### config.mk
export PLATFORM = sky130hd
export DESIGN_NAME = watchdog_interval_timer
export DESIGN_NICKNAME = d
export VERILOG_FILES = /design/src/core/wdt_pkg.sv /design/src/core/watchdog_interval_timer.sv
export SDC_FILE = /design/constraint.sdc
export NUM_CORES = 1
export LEC_CHECK = 0
export BUFFER_PORTS_ARGS = -buffer_cell sky130_fd_sc_hd__buf_2
export CORE_ASPECT_RATIO = 0.7
export CORE_UTILIZATION = 40
export DETAILED_ROUTE_END_ITERATION = 6
export PLACE_DENSITY_LB_ADDON = 0.3
export SLEW_MARGIN = 20
export SYNTH_ARGS = -nofsm -noshare
export SYNTH_HDL_FRONTEND = slang
export SYNTH_SLANG_ARGS = --single-unit
### constraint.sdc
create_clock -name clk -period 2.4 [get_ports clk]
set_input_delay 0.48 -clock clk [delete_from_list [all_inputs] [get_ports clk]]
set_output_delay 0.48 -clock clk [all_outputs]
set_load 0.1 [all_outputs]
### src/core/wdt_pkg.sv
// Package with register map, field positions, reset values and timing constants of the watchdog.
package wdt_pkg;

	// Register byte addresses on the Wishbone bus.
	localparam logic [3:0] ctrl_addr = 4'h0;
	localparam logic [3:0] count_addr = 4'h4;
	localparam logic [3:0] rst_stat_addr = 4'h8;
	localparam logic [3:0] irq_stat_addr = 4'hc;
	localparam logic [3:0] irq_mask_addr = 4'h1;

	// Control/status field positions.
	localparam int wrap_flag_bit = 7;
	localparam int mode_bit = 6;
	localparam int run_bit = 5;
	localparam int rst_flag_bit = 7;

	// Reset values: bits 4 and 3 of the control register read as one.
	localparam logic [7:0] ctrl_fixed_ones = 8'h18;
	localparam logic [7:0] ctrl_reset = 8'h18;

	// Duration of the watchdog reset pulse, in system clock cycles.
	localparam int reset_pulse_cycles = 16;

	// Prescaler width, enough for the slowest divide ratio of 4096.
	localparam int prescale_width = 12;

endpackage : wdt_pkg
### src/core/watchdog_interval_timer.sv
// Watchdog and interval timer with a classic Wishbone register slave.
`timescale 1ns/1ps

module watchdog_interval_timer
	import wdt_pkg::*;
#(
	parameter int pulse_len = reset_pulse_cycles
) (
	input wire logic clk,
	input wire logic reset,
	input wire logic wb_cyc_i,
	input wire logic wb_stb_i,
	input wire logic wb_we_i,
	input wire logic [3:0] wb_adr_i,
	input wire logic [3:0] wb_sel_i,
	input wire logic [31:0] wb_dat_i,
	output logic [31:0] wb_dat_o,
	output logic wb_ack_o,
	output logic wdt_reset_o,
	output logic irq_o
);

	////////////////////////////////////////////////////////////////////////////
	logic [7:0] ctrl_q;
	logic [7:0] up_counter_q;
	logic [prescale_width-1:0] pre_q;
	logic wrap_armed_q;
	logic rst_flag_q;
	logic rst_armed_q;
	logic [7:0] pulse_q;
	logic irq_stat_q;
	logic irq_mask_q;
	logic ack_q;
	logic [31:0] rdata_q;

	wire req = wb_cyc_i && wb_stb_i && !ack_q;
	wire wr = req && wb_we_i && wb_sel_i[0];
	wire rd = req && !wb_we_i;
	wire sel_ctrl = wb_adr_i == ctrl_addr;
	wire sel_cnt = wb_adr_i == count_addr;
	wire sel_rst = wb_adr_i == rst_stat_addr;
	wire sel_irq = wb_adr_i == irq_stat_addr;
	wire sel_mask = wb_adr_i == irq_mask_addr;
	wire timer_run_enable = ctrl_q[run_bit];
	wire timer_mode_select = ctrl_q[mode_bit];
	wire wrap_flag = ctrl_q[wrap_flag_bit];
	wire [2:0] cks = ctrl_q[2:0];

	// Divide ratios 2,32,64,128,256,512,2048,4096 as the prescaler bit that toggles.
	logic [3:0] tap;
	always_comb begin
		case (cks)
			3'h0: tap = 4'h0;
			3'h1: tap = 4'h4;
			3'h2: tap = 4'h5;
			3'h3: tap = 4'h6;
			3'h4: tap = 4'h7;
			3'h5: tap = 4'h8;
			3'h6: tap = 4'ha;
			default: tap = 4'hb;
		endcase
	end
	wire [prescale_width-1:0] pre_next = pre_q + 1'b1;
	wire tick = timer_run_enable && pre_q[tap] && !pre_next[tap];
	wire wrap = tick && up_counter_q == 8'hff;
	wire wd_fire = wrap && timer_mode_select;

	// Wrap and reset flag clears only take effect once the flag was read as one.
	wire clr_wrap = wr && sel_ctrl && !wb_dat_i[wrap_flag_bit] && wrap_armed_q;
	wire clr_rst = wr && sel_rst && !wb_dat_i[rst_flag_bit] && rst_armed_q;

	////////////////////////////////////////////////////////////////////////////
	always_ff @(posedge clk) begin
		if (reset || !timer_run_enable) begin
			up_counter_q <= 8'h00;
			pre_q <= '0;
		end else begin
			pre_q <= pre_next;
			if (tick) up_counter_q <= up_counter_q + 8'h01;
		end
	end

	always_ff @(posedge clk) begin
		if (reset) begin
			ctrl_q <= ctrl_reset;
		end else begin
			if (wr && sel_ctrl) begin
				ctrl_q[6:5] <= wb_dat_i[6:5];
				ctrl_q[2:0] <= wb_dat_i[2:0];
			end
			if (wrap) ctrl_q[wrap_flag_bit] <= 1'b1;
			else if (clr_wrap) ctrl_q[wrap_flag_bit] <= 1'b0;
		end
	end

	always_ff @(posedge clk) begin
		if (reset) begin
			wrap_armed_q <= 1'b0;
			rst_armed_q <= 1'b0;
		end else begin
			if (rd && sel_ctrl && wrap_flag) wrap_armed_q <= 1'b1;
			else if (clr_wrap || (wr && sel_ctrl)) wrap_armed_q <= 1'b0;
			if (rd && sel_rst && rst_flag_q) rst_armed_q <= 1'b1;
			else if (wr && sel_rst) rst_armed_q <= 1'b0;
		end
	end

	// The reset flag survives the pulse it reports, so software can see why it restarted.
	always_ff @(posedge clk) begin
		if (reset) begin
			rst_flag_q <= 1'b0;
			pulse_q <= 8'h00;
		end else begin
			if (wd_fire) rst_flag_q <= 1'b1;
			else if (clr_rst) rst_flag_q <= 1'b0;
			if (wd_fire) pulse_q <= 8'(pulse_len);
			else if (pulse_q != 8'h00) pulse_q <= pulse_q - 8'h01;
		end
	end

	always_ff @(posedge clk) begin
		if (reset) begin
			irq_stat_q <= 1'b0;
			irq_mask_q <= 1'b0;
		end else begin
			if (wrap && !timer_mode_select) irq_stat_q <= 1'b1;
			else if (wr && sel_irq && wb_dat_i[0]) irq_stat_q <= 1'b0;
			if (wr && sel_mask) irq_mask_q <= wb_dat_i[0];
		end
	end

	wire [31:0] rmux = sel_ctrl ? {24'h0, ctrl_q | ctrl_fixed_ones} :
		sel_cnt ? {24'h0, up_counter_q} :
		sel_rst ? {24'h0, rst_flag_q, 7'h7f} :
		sel_irq ? {31'h0, irq_stat_q} :
		sel_mask ? {31'h0, irq_mask_q} : 32'h0;

	always_ff @(posedge clk) begin
		if (reset) begin
			ack_q <= 1'b0;
			rdata_q <= 32'h0;
		end else begin
			ack_q <= req;
			rdata_q <= rmux;
		end
	end

	assign wb_ack_o = ack_q;
	assign wb_dat_o = rdata_q;
	assign wdt_reset_o = pulse_q != 8'h00;
	assign irq_o = irq_stat_q && irq_mask_q;

endmodule : watchdog_interval_timer

**Word-level counts from Yosys, hierarchy flattened**

Cells that the tools add are included.

- Add/subtract/negate cells: 3
- Shift operators: 0
- Bitwise logic cells: 0
- Divide/modulo/power cells: 0
- Reductions and logical operators: 43
- Order comparisons: 1
- Multiply operators: 0
- Eq/ne operators: 11
- Mux-type cells: 22

Operators with widths:

| operator | count |
|---|---|
| 4-bit case mux with 7 select lines | 1 |
| 1-bit logical AND | 24 |
| 8-bit two-way mux | 3 |
| 1-bit two-way mux | 14 |
| 12-bit by 1-bit adder with 12-bit output, second input constant | 1 |
| 2-bit nonzero test | 6 |
| 5-bit two-way mux | 2 |
| 3-bit == test, second input constant | 3 |
| 8-bit by 1-bit adder with 8-bit output, second input constant | 1 |
| 1-bit binary-select mux with 4-bit select | 2 |
| 4-bit == test, second input constant | 2 |
| 8-bit == test, second input constant | 1 |
| 8-bit nonzero test | 1 |
| 8-bit by 1-bit subtractor with 8-bit output, second input constant | 1 |
| 3-bit by 2-bit == test with 1-bit output, second input constant | 2 |
| 1-bit zero test | 6 |
| 4-bit by 5-bit less-than comparator with 1-bit output, second input constant | 1 |
| 5-bit OR reduction | 1 |
| 4-bit by 1-bit == test with 1-bit output, second input constant | 1 |
| 4-bit by 3-bit == test with 1-bit output, second input constant | 1 |
| 4-bit zero test | 1 |
| 3-bit by 1-bit == test with 1-bit output, second input constant | 1 |
| 3-bit zero test | 1 |
| 1-bit logical OR | 2 |
| 2-bit OR reduction | 1 |

- Logic and storage cells: 94
- Output and inout bits: 35
- RAM bits: 0
- Latch bits: 0
- Flip-flop bits (word level): 72
- Memories: 0
- Input bits: 45
- ROM bits: 0

**Logic depth before layout (Yosys ltp)**

Gate-level depths: netlist of the first run.

- Depth after elaboration: 10
- Mapped depth: 9
- Mapped depth without buffers: 8

**Least setup slack after synthesis of the first run**

Ideal clock, no wire load.

- Kind: register to output
- Start point: register pulse_q[2]
- End point: output wdt_reset_o
- Path slack: 34 ps
- Buffers on the path: 0
- Required time: 1920 ps
- Arrival time: 1886 ps
- Cell stages (with the launch flop): 5
- Path through: dfxtp_1 nor3_1 nand2b_1 nor4b_2 inv_1

- Word-level cells in the longest chain between the ends: 1

Ends and longest elaborated chain:

| element | RTL line | source |
|---|---|---|
| start: declaration | watchdog_interval_timer.sv:30 | `logic [7:0] pulse_q;` |
| start signal: assignment | watchdog_interval_timer.sv:116 | `if (wd_fire) pulse_q <= 8'(pulse_len);` |
| start signal: assignment | watchdog_interval_timer.sv:117 | `else if (pulse_q != 8'h00) pulse_q <= pulse_q - 8'h01;` |
| 8-bit nonzero test | watchdog_interval_timer.sv:150 | `assign wdt_reset_o = pulse_q != 8'h00;` |
| end: declaration | watchdog_interval_timer.sv:19 | `output logic wdt_reset_o,` |

Every way passes these cells.

**Worst setup path after layout of the first run**

- Start point: register pre_q[0]
- End point: register pulse_q[6]

- Word-level cells in the longest chain between the ends: 8
- Elaborated cells on any way between the ends: 11
- Classes of those cells: add/sub (1); mux (4); reduce/logical (6)

Ends and longest elaborated chain:

| element | RTL line | source |
|---|---|---|
| start: declaration | watchdog_interval_timer.sv:26 | `logic [prescale_width-1:0] pre_q;` |
| start signal: assignment | watchdog_interval_timer.sv:78 | `pre_q <= pre_next;` |
| 12-bit by 1-bit adder with 12-bit output | watchdog_interval_timer.sv:63 | `wire [prescale_width-1:0] pre_next = pre_q + 1'b1;` |
| 1-bit binary-select mux with 4-bit select | watchdog_interval_timer.sv:64 | `wire tick = timer_run_enable && pre_q[tap] && !pre_next[tap];` |
| 1-bit two-way mux (not written as such) | watchdog_interval_timer.sv:64 |  |
| 1-bit zero test | watchdog_interval_timer.sv:64 |  |
| 1-bit logical AND (*) | watchdog_interval_timer.sv:64 |  |
| 1-bit logical AND (*) | watchdog_interval_timer.sv:65 | `wire wrap = tick && up_counter_q == 8'hff;` |
| 1-bit logical AND (*) | watchdog_interval_timer.sv:66 | `wire wd_fire = wrap && timer_mode_select;` |
| 2-bit OR reduction (no source line) (*) | - |  |

Every way passes the cells marked *; elsewhere a longest branch is shown, timed or not. The select of a mux whose other input is x is not followed.
A chain may end at the register's enable or synchronous reset.

==> results.toml, run 1 <==
[clock_tree]
hold_buffers = 0
cts-root-buf = "clkbuf_8"
cts_tree = "done"
cts_sinks = 48
clk_pin_slew_ns = 0.09
clk_path_buf_depth = 2
h-tree-depth = 2
post_cts_buffers = 0
clock_latency_ns = 0.30
ctsResizeCount = 0
cts_inserted_buffers = 5

[route]
vias = 2006
drtIter0Drc = 100
drc_errors = 0
routed_wl_um = 5000
vias_per_cell = 5.02
drtAntennaViolNets = 0
wire_per_inst_um = 12.5
dr.pass1.iters = 5

[sta]
period_share_pct = 95.1
final.setup_skew_ns = 0.00814
setup_violations = 0
tns_ns = 0
maxSlewHeadroom_pct = 59.0
slew_violations = 0
fmax_mhz = 438
whs_ns = 0.420
hold_violations = 0
worst_pin_slew_ns = 0.614
fin_crit_ns = 2.28

[placement]
place_congestion = 0.799
io_buffers = 26
dp.cells = 392
hpwl_um = 3650

[critical_path]
cpMaxStageDelayCell = "or3_4"
required_ns = 2.61
path_buf_inv = 1
critPathMaxFanout = 7
crit_family = "simple AND/OR/NAND/NOR gates"
start_kind = "flop"
crit_type = "flop to flop"
critPathCaptureType = "flop"
arrival_ns = 2.49
worstPathCellList = "ha_1 > nand4_1 > or3_4 > nand3_1 > a31oi_1 > a41oi_4 > nor4b_4 > buf_4 > nor4_2"
critical-path-max-stage-delay_ns = 0.39
r2r_slack_ns = 0.12

[power_and_ir_drop]
ir_worst_vdd_mv = 0.340
p_clk_share_pct = 23.7
power_density_mw_per_mm2 = 774
swShare_pct = 38.9
p_int_uw = 1300
combPwrFrac_pct = 33.7
pwr-share-seq_pct = 42.7
p_sw_uw = 827
p_leak_uw = 0.00107
power_uw = 2120

[cells_and_area]
syn_to_final_growth_pct = 11.0
stdcell_count = 400
fin_nets = 373
fill_cells = 571
antenna_cells = 0
final_core_util_pct = 47.0
final_layout_size_suffix_gt1_share_pct = 17.5

[global_routing]
grt_pass1_wl_um = 7780
first_global_vias = 1660
antenna_found_initial = 0
track_usage_pct = 15.8
grt_overflow = 0
grt_max_degree = 34

[logic_synthesis]
synthArstFlopShare_pct = 0
yosysWarnings = 0
avgSynthCellArea_sq_um = 8.44
ys.flop_type = "dfxtp_1"
ys_seq_area_share_pct = 38.8
synthesis.area_sq_mm = 0.00247
synth-edff-count = 0
yosys_register_bits = 48
ys_types = 44
syn_inst = 293

[run_status]
status = "finished clean"

[floorplan]
io_pins = 80
dieHeight_um = 67.8
initial_core_util_pct = 42.3
num_rows = 23
die_area_sq_mm = 0.00651
die_x_um = 96.0
core_sq_mm = 0.00584

[hold_path]
hold_path_class = "input port to flop"

[flow_run]
cap_violations = 0
-- area by class of cell --
cell class	instances	area, sq um	share of cell area, %
timing repair buffer	36	205	7.47
tap	75	93.8	3.42
inverter	9	33.8	1.23
multi-input combinational	224	1360	49.4
sequential	48	963	35.1
clock buffer	7	86.3	3.14
clock inverter	1	7.51	0.273
-- state kept, by name (all words and copies together), names as in the netlist, 6 cells and up --
name and count:
up_counter_q 8, wb_dat_o 8, pulse_q 8, ctrl_q 6, pre_q 12
-- kinds of logic (layout without fill, tap and decap cells) --
kind of cell | after synthesis | count (layout) | synth area share (%)
AND/OR/NAND/NOR | 129 | 129 | 28.0
flip-flops | 48 | 48 | 38.8
buffers and inverters | 44 | 53 | 10.6
AO/OA/AOI/OAI | 41 | 41 | 10.7
XOR/XNOR | 16 | 16 | 5.66
multiplexers | 10 | 10 | 4.10
adder cells (fa/ha/maj) | 4 | 4 | 2.02
other | 1 | 24 | 0.152
-- power groups by stage --
stage	Combinational, uW	Sequential [uW]	Clock [uW]
2_1_floorplan	596	944	0
3_3_place_gp	686	923	0
3_5_place_dp	694	923	0
4_1_cts	699	906	522
5_1_grt	764	913	552
6_report	715	906	503
-- final timing paths --
kind,endpoint,cells past startpoint,start
min,ctrl_q[6]$_SDFFE_PP0P_,3,wb_dat_i[6]
min reg2reg,rst_armed_q$_SDFFE_PP0P_,2,rst_armed_q$_SDFFE_PP0P_
max reg2reg,pulse_q[6]$_SDFFE_PP0P_,9,pre_q[0]$_SDFF_PP0_
max,pulse_q[6]$_SDFFE_PP0P_,9,pre_q[0]$_SDFF_PP0_
-- worst register-to-register path, stage by stage (launching register included) --
cell	delay [ns]
dfxtp_1	0.36
ha_1	0.18
nand4_1	0.21
or3_4	0.39
nand3_1	0.09
a31oi_1	0.15
a41oi_4	0.33
nor4b_4	0.09
buf_4	0.17
nor4_2	0.23
-- cell usage in the layout (no fill, tap or decap), drive strengths merged --
master / n
a21oi: 21
a31o: 1
a31oi: 1
a32oi: 2
a41o: 1
a41oi: 1
and2: 6
and3: 4
buf: 36
clkbuf: 7
clkinvlp: 1
conb: 24
dfxtp: 48
ha: 4
inv: 9
mux2: 1
mux2i: 9
nand2: 20
nand2b: 7
nand3: 11
nand3b: 4
nand4: 8
nor2: 34
nor2b: 3
nor3: 15
nor3b: 2
nor4: 8
nor4b: 2
o21a: 1
o21ai: 8
o31a: 1
o31ai: 2
o41ai: 2
or2: 1
or3: 3
or3b: 1
xnor2: 10
xor2: 6
-- per-stage QoR --
step / setup slack [ns] / area [sq um]
after detailed placement: 0.113 / 2630
final: 0.118 / 2750
after CTS: 0.105 / 2730
after floorplan: 0.0337 / 2560
after global placement: 0.167 / 2630
after global routing: -0.0420 / 2750
-- cell usage after synthesis (2+ instances only) --
library cell  instances  area (sq um)
ha_1                  4          50.1
nand4_1               8          50.1
nor3b_1               2          15.0
clkbuf_1              7          26.3
o21ai_1               4          20.0
nand2_1              20          75.1
nor4_1                7          43.8
mux2i_1               9          90.1
nor3_1               15          75.1
nand3b_1              4          30.0
xnor2_1              10          87.6
o41ai_1               2          17.5
a21oi_1              21           105
xor2_1                6          52.6
nand3_1              10          50.1
nor2b_1               3          18.8
or3_1                 3          18.8
a32oi_1               2          17.5
and3_1                4          25.0
buf_4                25           188
buf_2                 2          10.0
nor2_1               33           124
inv_1                 9          33.8
dfxtp_1              48           961
o31ai_1               2          15.0
o21ai_0               4          20.0
nand2b_1              7          43.8
and2_1                6          37.5
-- metal layers --
layer / up-vias / track usage (%) / wire (um)
met5: - / 0 / 0
met2: 47 / 23.1 / 2140
met4: 0 / 6.53 / 62
met3: 6 / 3.38 / 192
li1: 1028 / - / -
met1: 925 / 22.4 / 2610
Power figures use the tool's default switching activity.
==> inputs of run 2 (changes only) <==
--- a/config.mk
+++ b/config.mk
@@ -7,6 +7,7 @@
 export LEC_CHECK = 0
 export BUFFER_PORTS_ARGS = -buffer_cell sky130_fd_sc_hd__buf_2
 export CORE_ASPECT_RATIO = 0.7
+export CORE_MARGIN = 3
 export CORE_UTILIZATION = 40
 export DETAILED_ROUTE_END_ITERATION = 6
 export PLACE_DENSITY_LB_ADDON = 0.3
==> results.toml, run 2 (synthesis results as in run 1) <==
[cells_and_area]
fin_nets = 373
final_core_util_pct = 46.8
fill_cells = 580
seq_area_sq_um = 963
antenna_cells = 0
final_layout_size_suffix_gt1_share_pct = 16.9
multi_input_area_sq_mm = 0.00134
final_common_cell = "dfxtp_1"
largest-register = "pre_q"
mostFrequentLayoutCells = "46 x dfxtp_1, 33 x nor2_1, 26 x buf_2, 24 x conb_1, 21 x a21oi_1"
largest_reg_flops = 12
syn_to_final_growth_pct = 10.5

[route]
drtIter0Drc = 99
vias = 2019
vias_per_cell = 5.05
wire_per_inst_um = 12.8
drtAntennaViolNets = 0
dr.pass1.iters = 4
routed_wl_um = 5120
drc_errors = 0

[global_routing]
track_usage_pct = 15.0
antenna_found_initial = 0
first_global_vias = 1895
grt_pass1_wl_um = 8760
grt_max_degree = 34
grt_overflow = 0

[critical_path]
critPathMaxFanout = 7
critical-path-max-stage-delay_ns = 0.39
crit_family = "compound AO/OA/AOI/OAI gates"
required_ns = 2.59
path_buf_inv = 1
worstPathCellList = "ha_1 > nand4_1 > nor3_1 > xnor2_1 > nand2_1 > a41oi_4 > buf_4 > o31a_1 > o21a_1"
crit_type = "flop to flop"
cpMaxStageDelayCell = "dfxtp_1"
critPathCaptureType = "flop"
arrival_ns = 2.43
start_kind = "flop"

[clock_tree]
cts_sinks = 48
clk_path_buf_depth = 2
h-tree-depth = 2
hold_buffers = 0
clk_pin_slew_ns = 0.09
clock_latency_ns = 0.30
cts_tree = "done"
cts_inserted_buffers = 5
cts-root-buf = "clkbuf_8"

[power_and_ir_drop]
ir_worst_vdd_mv = 0.268
pwr-share-seq_pct = 43.4
p_leak_uw = 0.00107
p_sw_uw = 807
p_clk_share_pct = 23.7
power_density_mw_per_mm2 = 767
combPwrFrac_pct = 32.9
swShare_pct = 38.4
power_uw = 2100
p_int_uw = 1290

[sta]
period_share_pct = 93.2
maxSlewHeadroom_pct = 58.1
fin_crit_ns = 2.24
fmax_mhz = 447
slew_violations = 0
rsz0062_at_grt = "no"
final.setup_skew_ns = 0.0114
setup_violations = 0
hold_violations = 0
worst_pin_slew_ns = 0.627

[placement]
io_buffers = 26
hpwl_um = 3820
place_congestion = 0.818

[floorplan]
die_x_um = 100
io_pins = 80
initial_core_util_pct = 42.3
num_rows = 23
dieHeight_um = 71.8
core_sq_mm = 0.00584
die_area_sq_mm = 0.00718

[flow_run]
cap_violations = 0

[run_status]
status = "finished clean"

[hold_path]
hold_path_class = "input port to flop"
## run 2: cell types whose count changed in the layout (fill, tap and decap cells not counted)
cell | previous run | this run
nor4_2 | 3 | 1
or3_1 | 2 | 3
a31oi_1 | 1 | 0
or3_4 | 1 | 0
nor4_1 | 5 | 7
a31oi_2 | 0 | 1
## run 2: metrics by stage
stage / hold slack [ns] / area (sq um) / setup TNS [ns] / setup slack, ns / std cells
after floorplan: 0.427 / 2560 / 0 / 0.0337 / 316
after global placement: 0.438 / 2620 / 0 / 0.103 / 391
after detailed placement: 0.443 / 2620 / -0.00195 / -0.00101 / 391
after CTS: 0.418 / 2730 / 0 / 0.0838 / 400
after global routing: 0.455 / 2730 / 0 / 0.00501 / 400
final: 0.422 / 2730 / 0 / 0.162 / 400
## run 2: worst reg2reg max path: stages (launching register included)
cell,delay [ns]
dfxtp_1,0.39
ha_1,0.20
nand4_1,0.20
nor3_1,0.28
xnor2_1,0.11
nand2_1,0.13
a41oi_4,0.16
buf_4,0.20
o31a_1,0.29
o21a_1,0.18
## run 2: repair_timing
item                                    CTS  global route
endpoints found under the setup margin    1             4
buffers inserted                          1             0
resized for setup                         0             3
cloned                                    0             0
pin swaps                                 0             1
## run 2: path summary, 6_finish.rpt
path / startpoint / endpoint / slack, ns / cells after the start
setup / recovery: pre_q[0]$_SDFF_PP0_ / up_counter_q[6]$_SDFFE_PP0P_ / 0.16 / 9
setup reg to reg: pre_q[0]$_SDFF_PP0_ / up_counter_q[6]$_SDFFE_PP0P_ / 0.16 / 9
hold reg to reg: rst_armed_q$_SDFFE_PP0P_ / rst_armed_q$_SDFFE_PP0P_ / 0.46 / 2
hold / removal: wb_dat_i[6] / ctrl_q[6]$_SDFFE_PP0P_ / 0.42 / 3
## run 2: power groups by stage
stage	clock [uW]	combinational, uW	sequential (uW)
after floorplan	0	596	944
after global placement	0	686	923
after detailed placement	0	692	926
after CTS	511	694	909
after global routing	551	754	917
final	498	690	910
## run 2: cell type report
| class | instances | area share, % |
|---|---|---|
| Timing Repair Buffer | 36 | 7.51 |
| Multi-Input combinational cell | 224 | 49.2 |
| Inverter | 9 | 1.24 |
| Clock inverter | 1 | 0.275 |
| Clock buffer | 7 | 3.16 |
| Tap cell | 75 | 3.43 |
| Sequential cell | 48 | 35.2 |
## run 2: per-layer routing
layer / routed length, um / track usage (%) / part of all wire [%] / up-vias
met3: 299 / 3.11 / 5.8 / 4
met1: 2600 / 21.6 / 51 / 928
li1: - / - / - / 1031
met2: 2170 / 22.8 / 42 / 56
met5: 0 / 0 / 0 / -
met4: 51 / 3.89 / 1.0 / 0
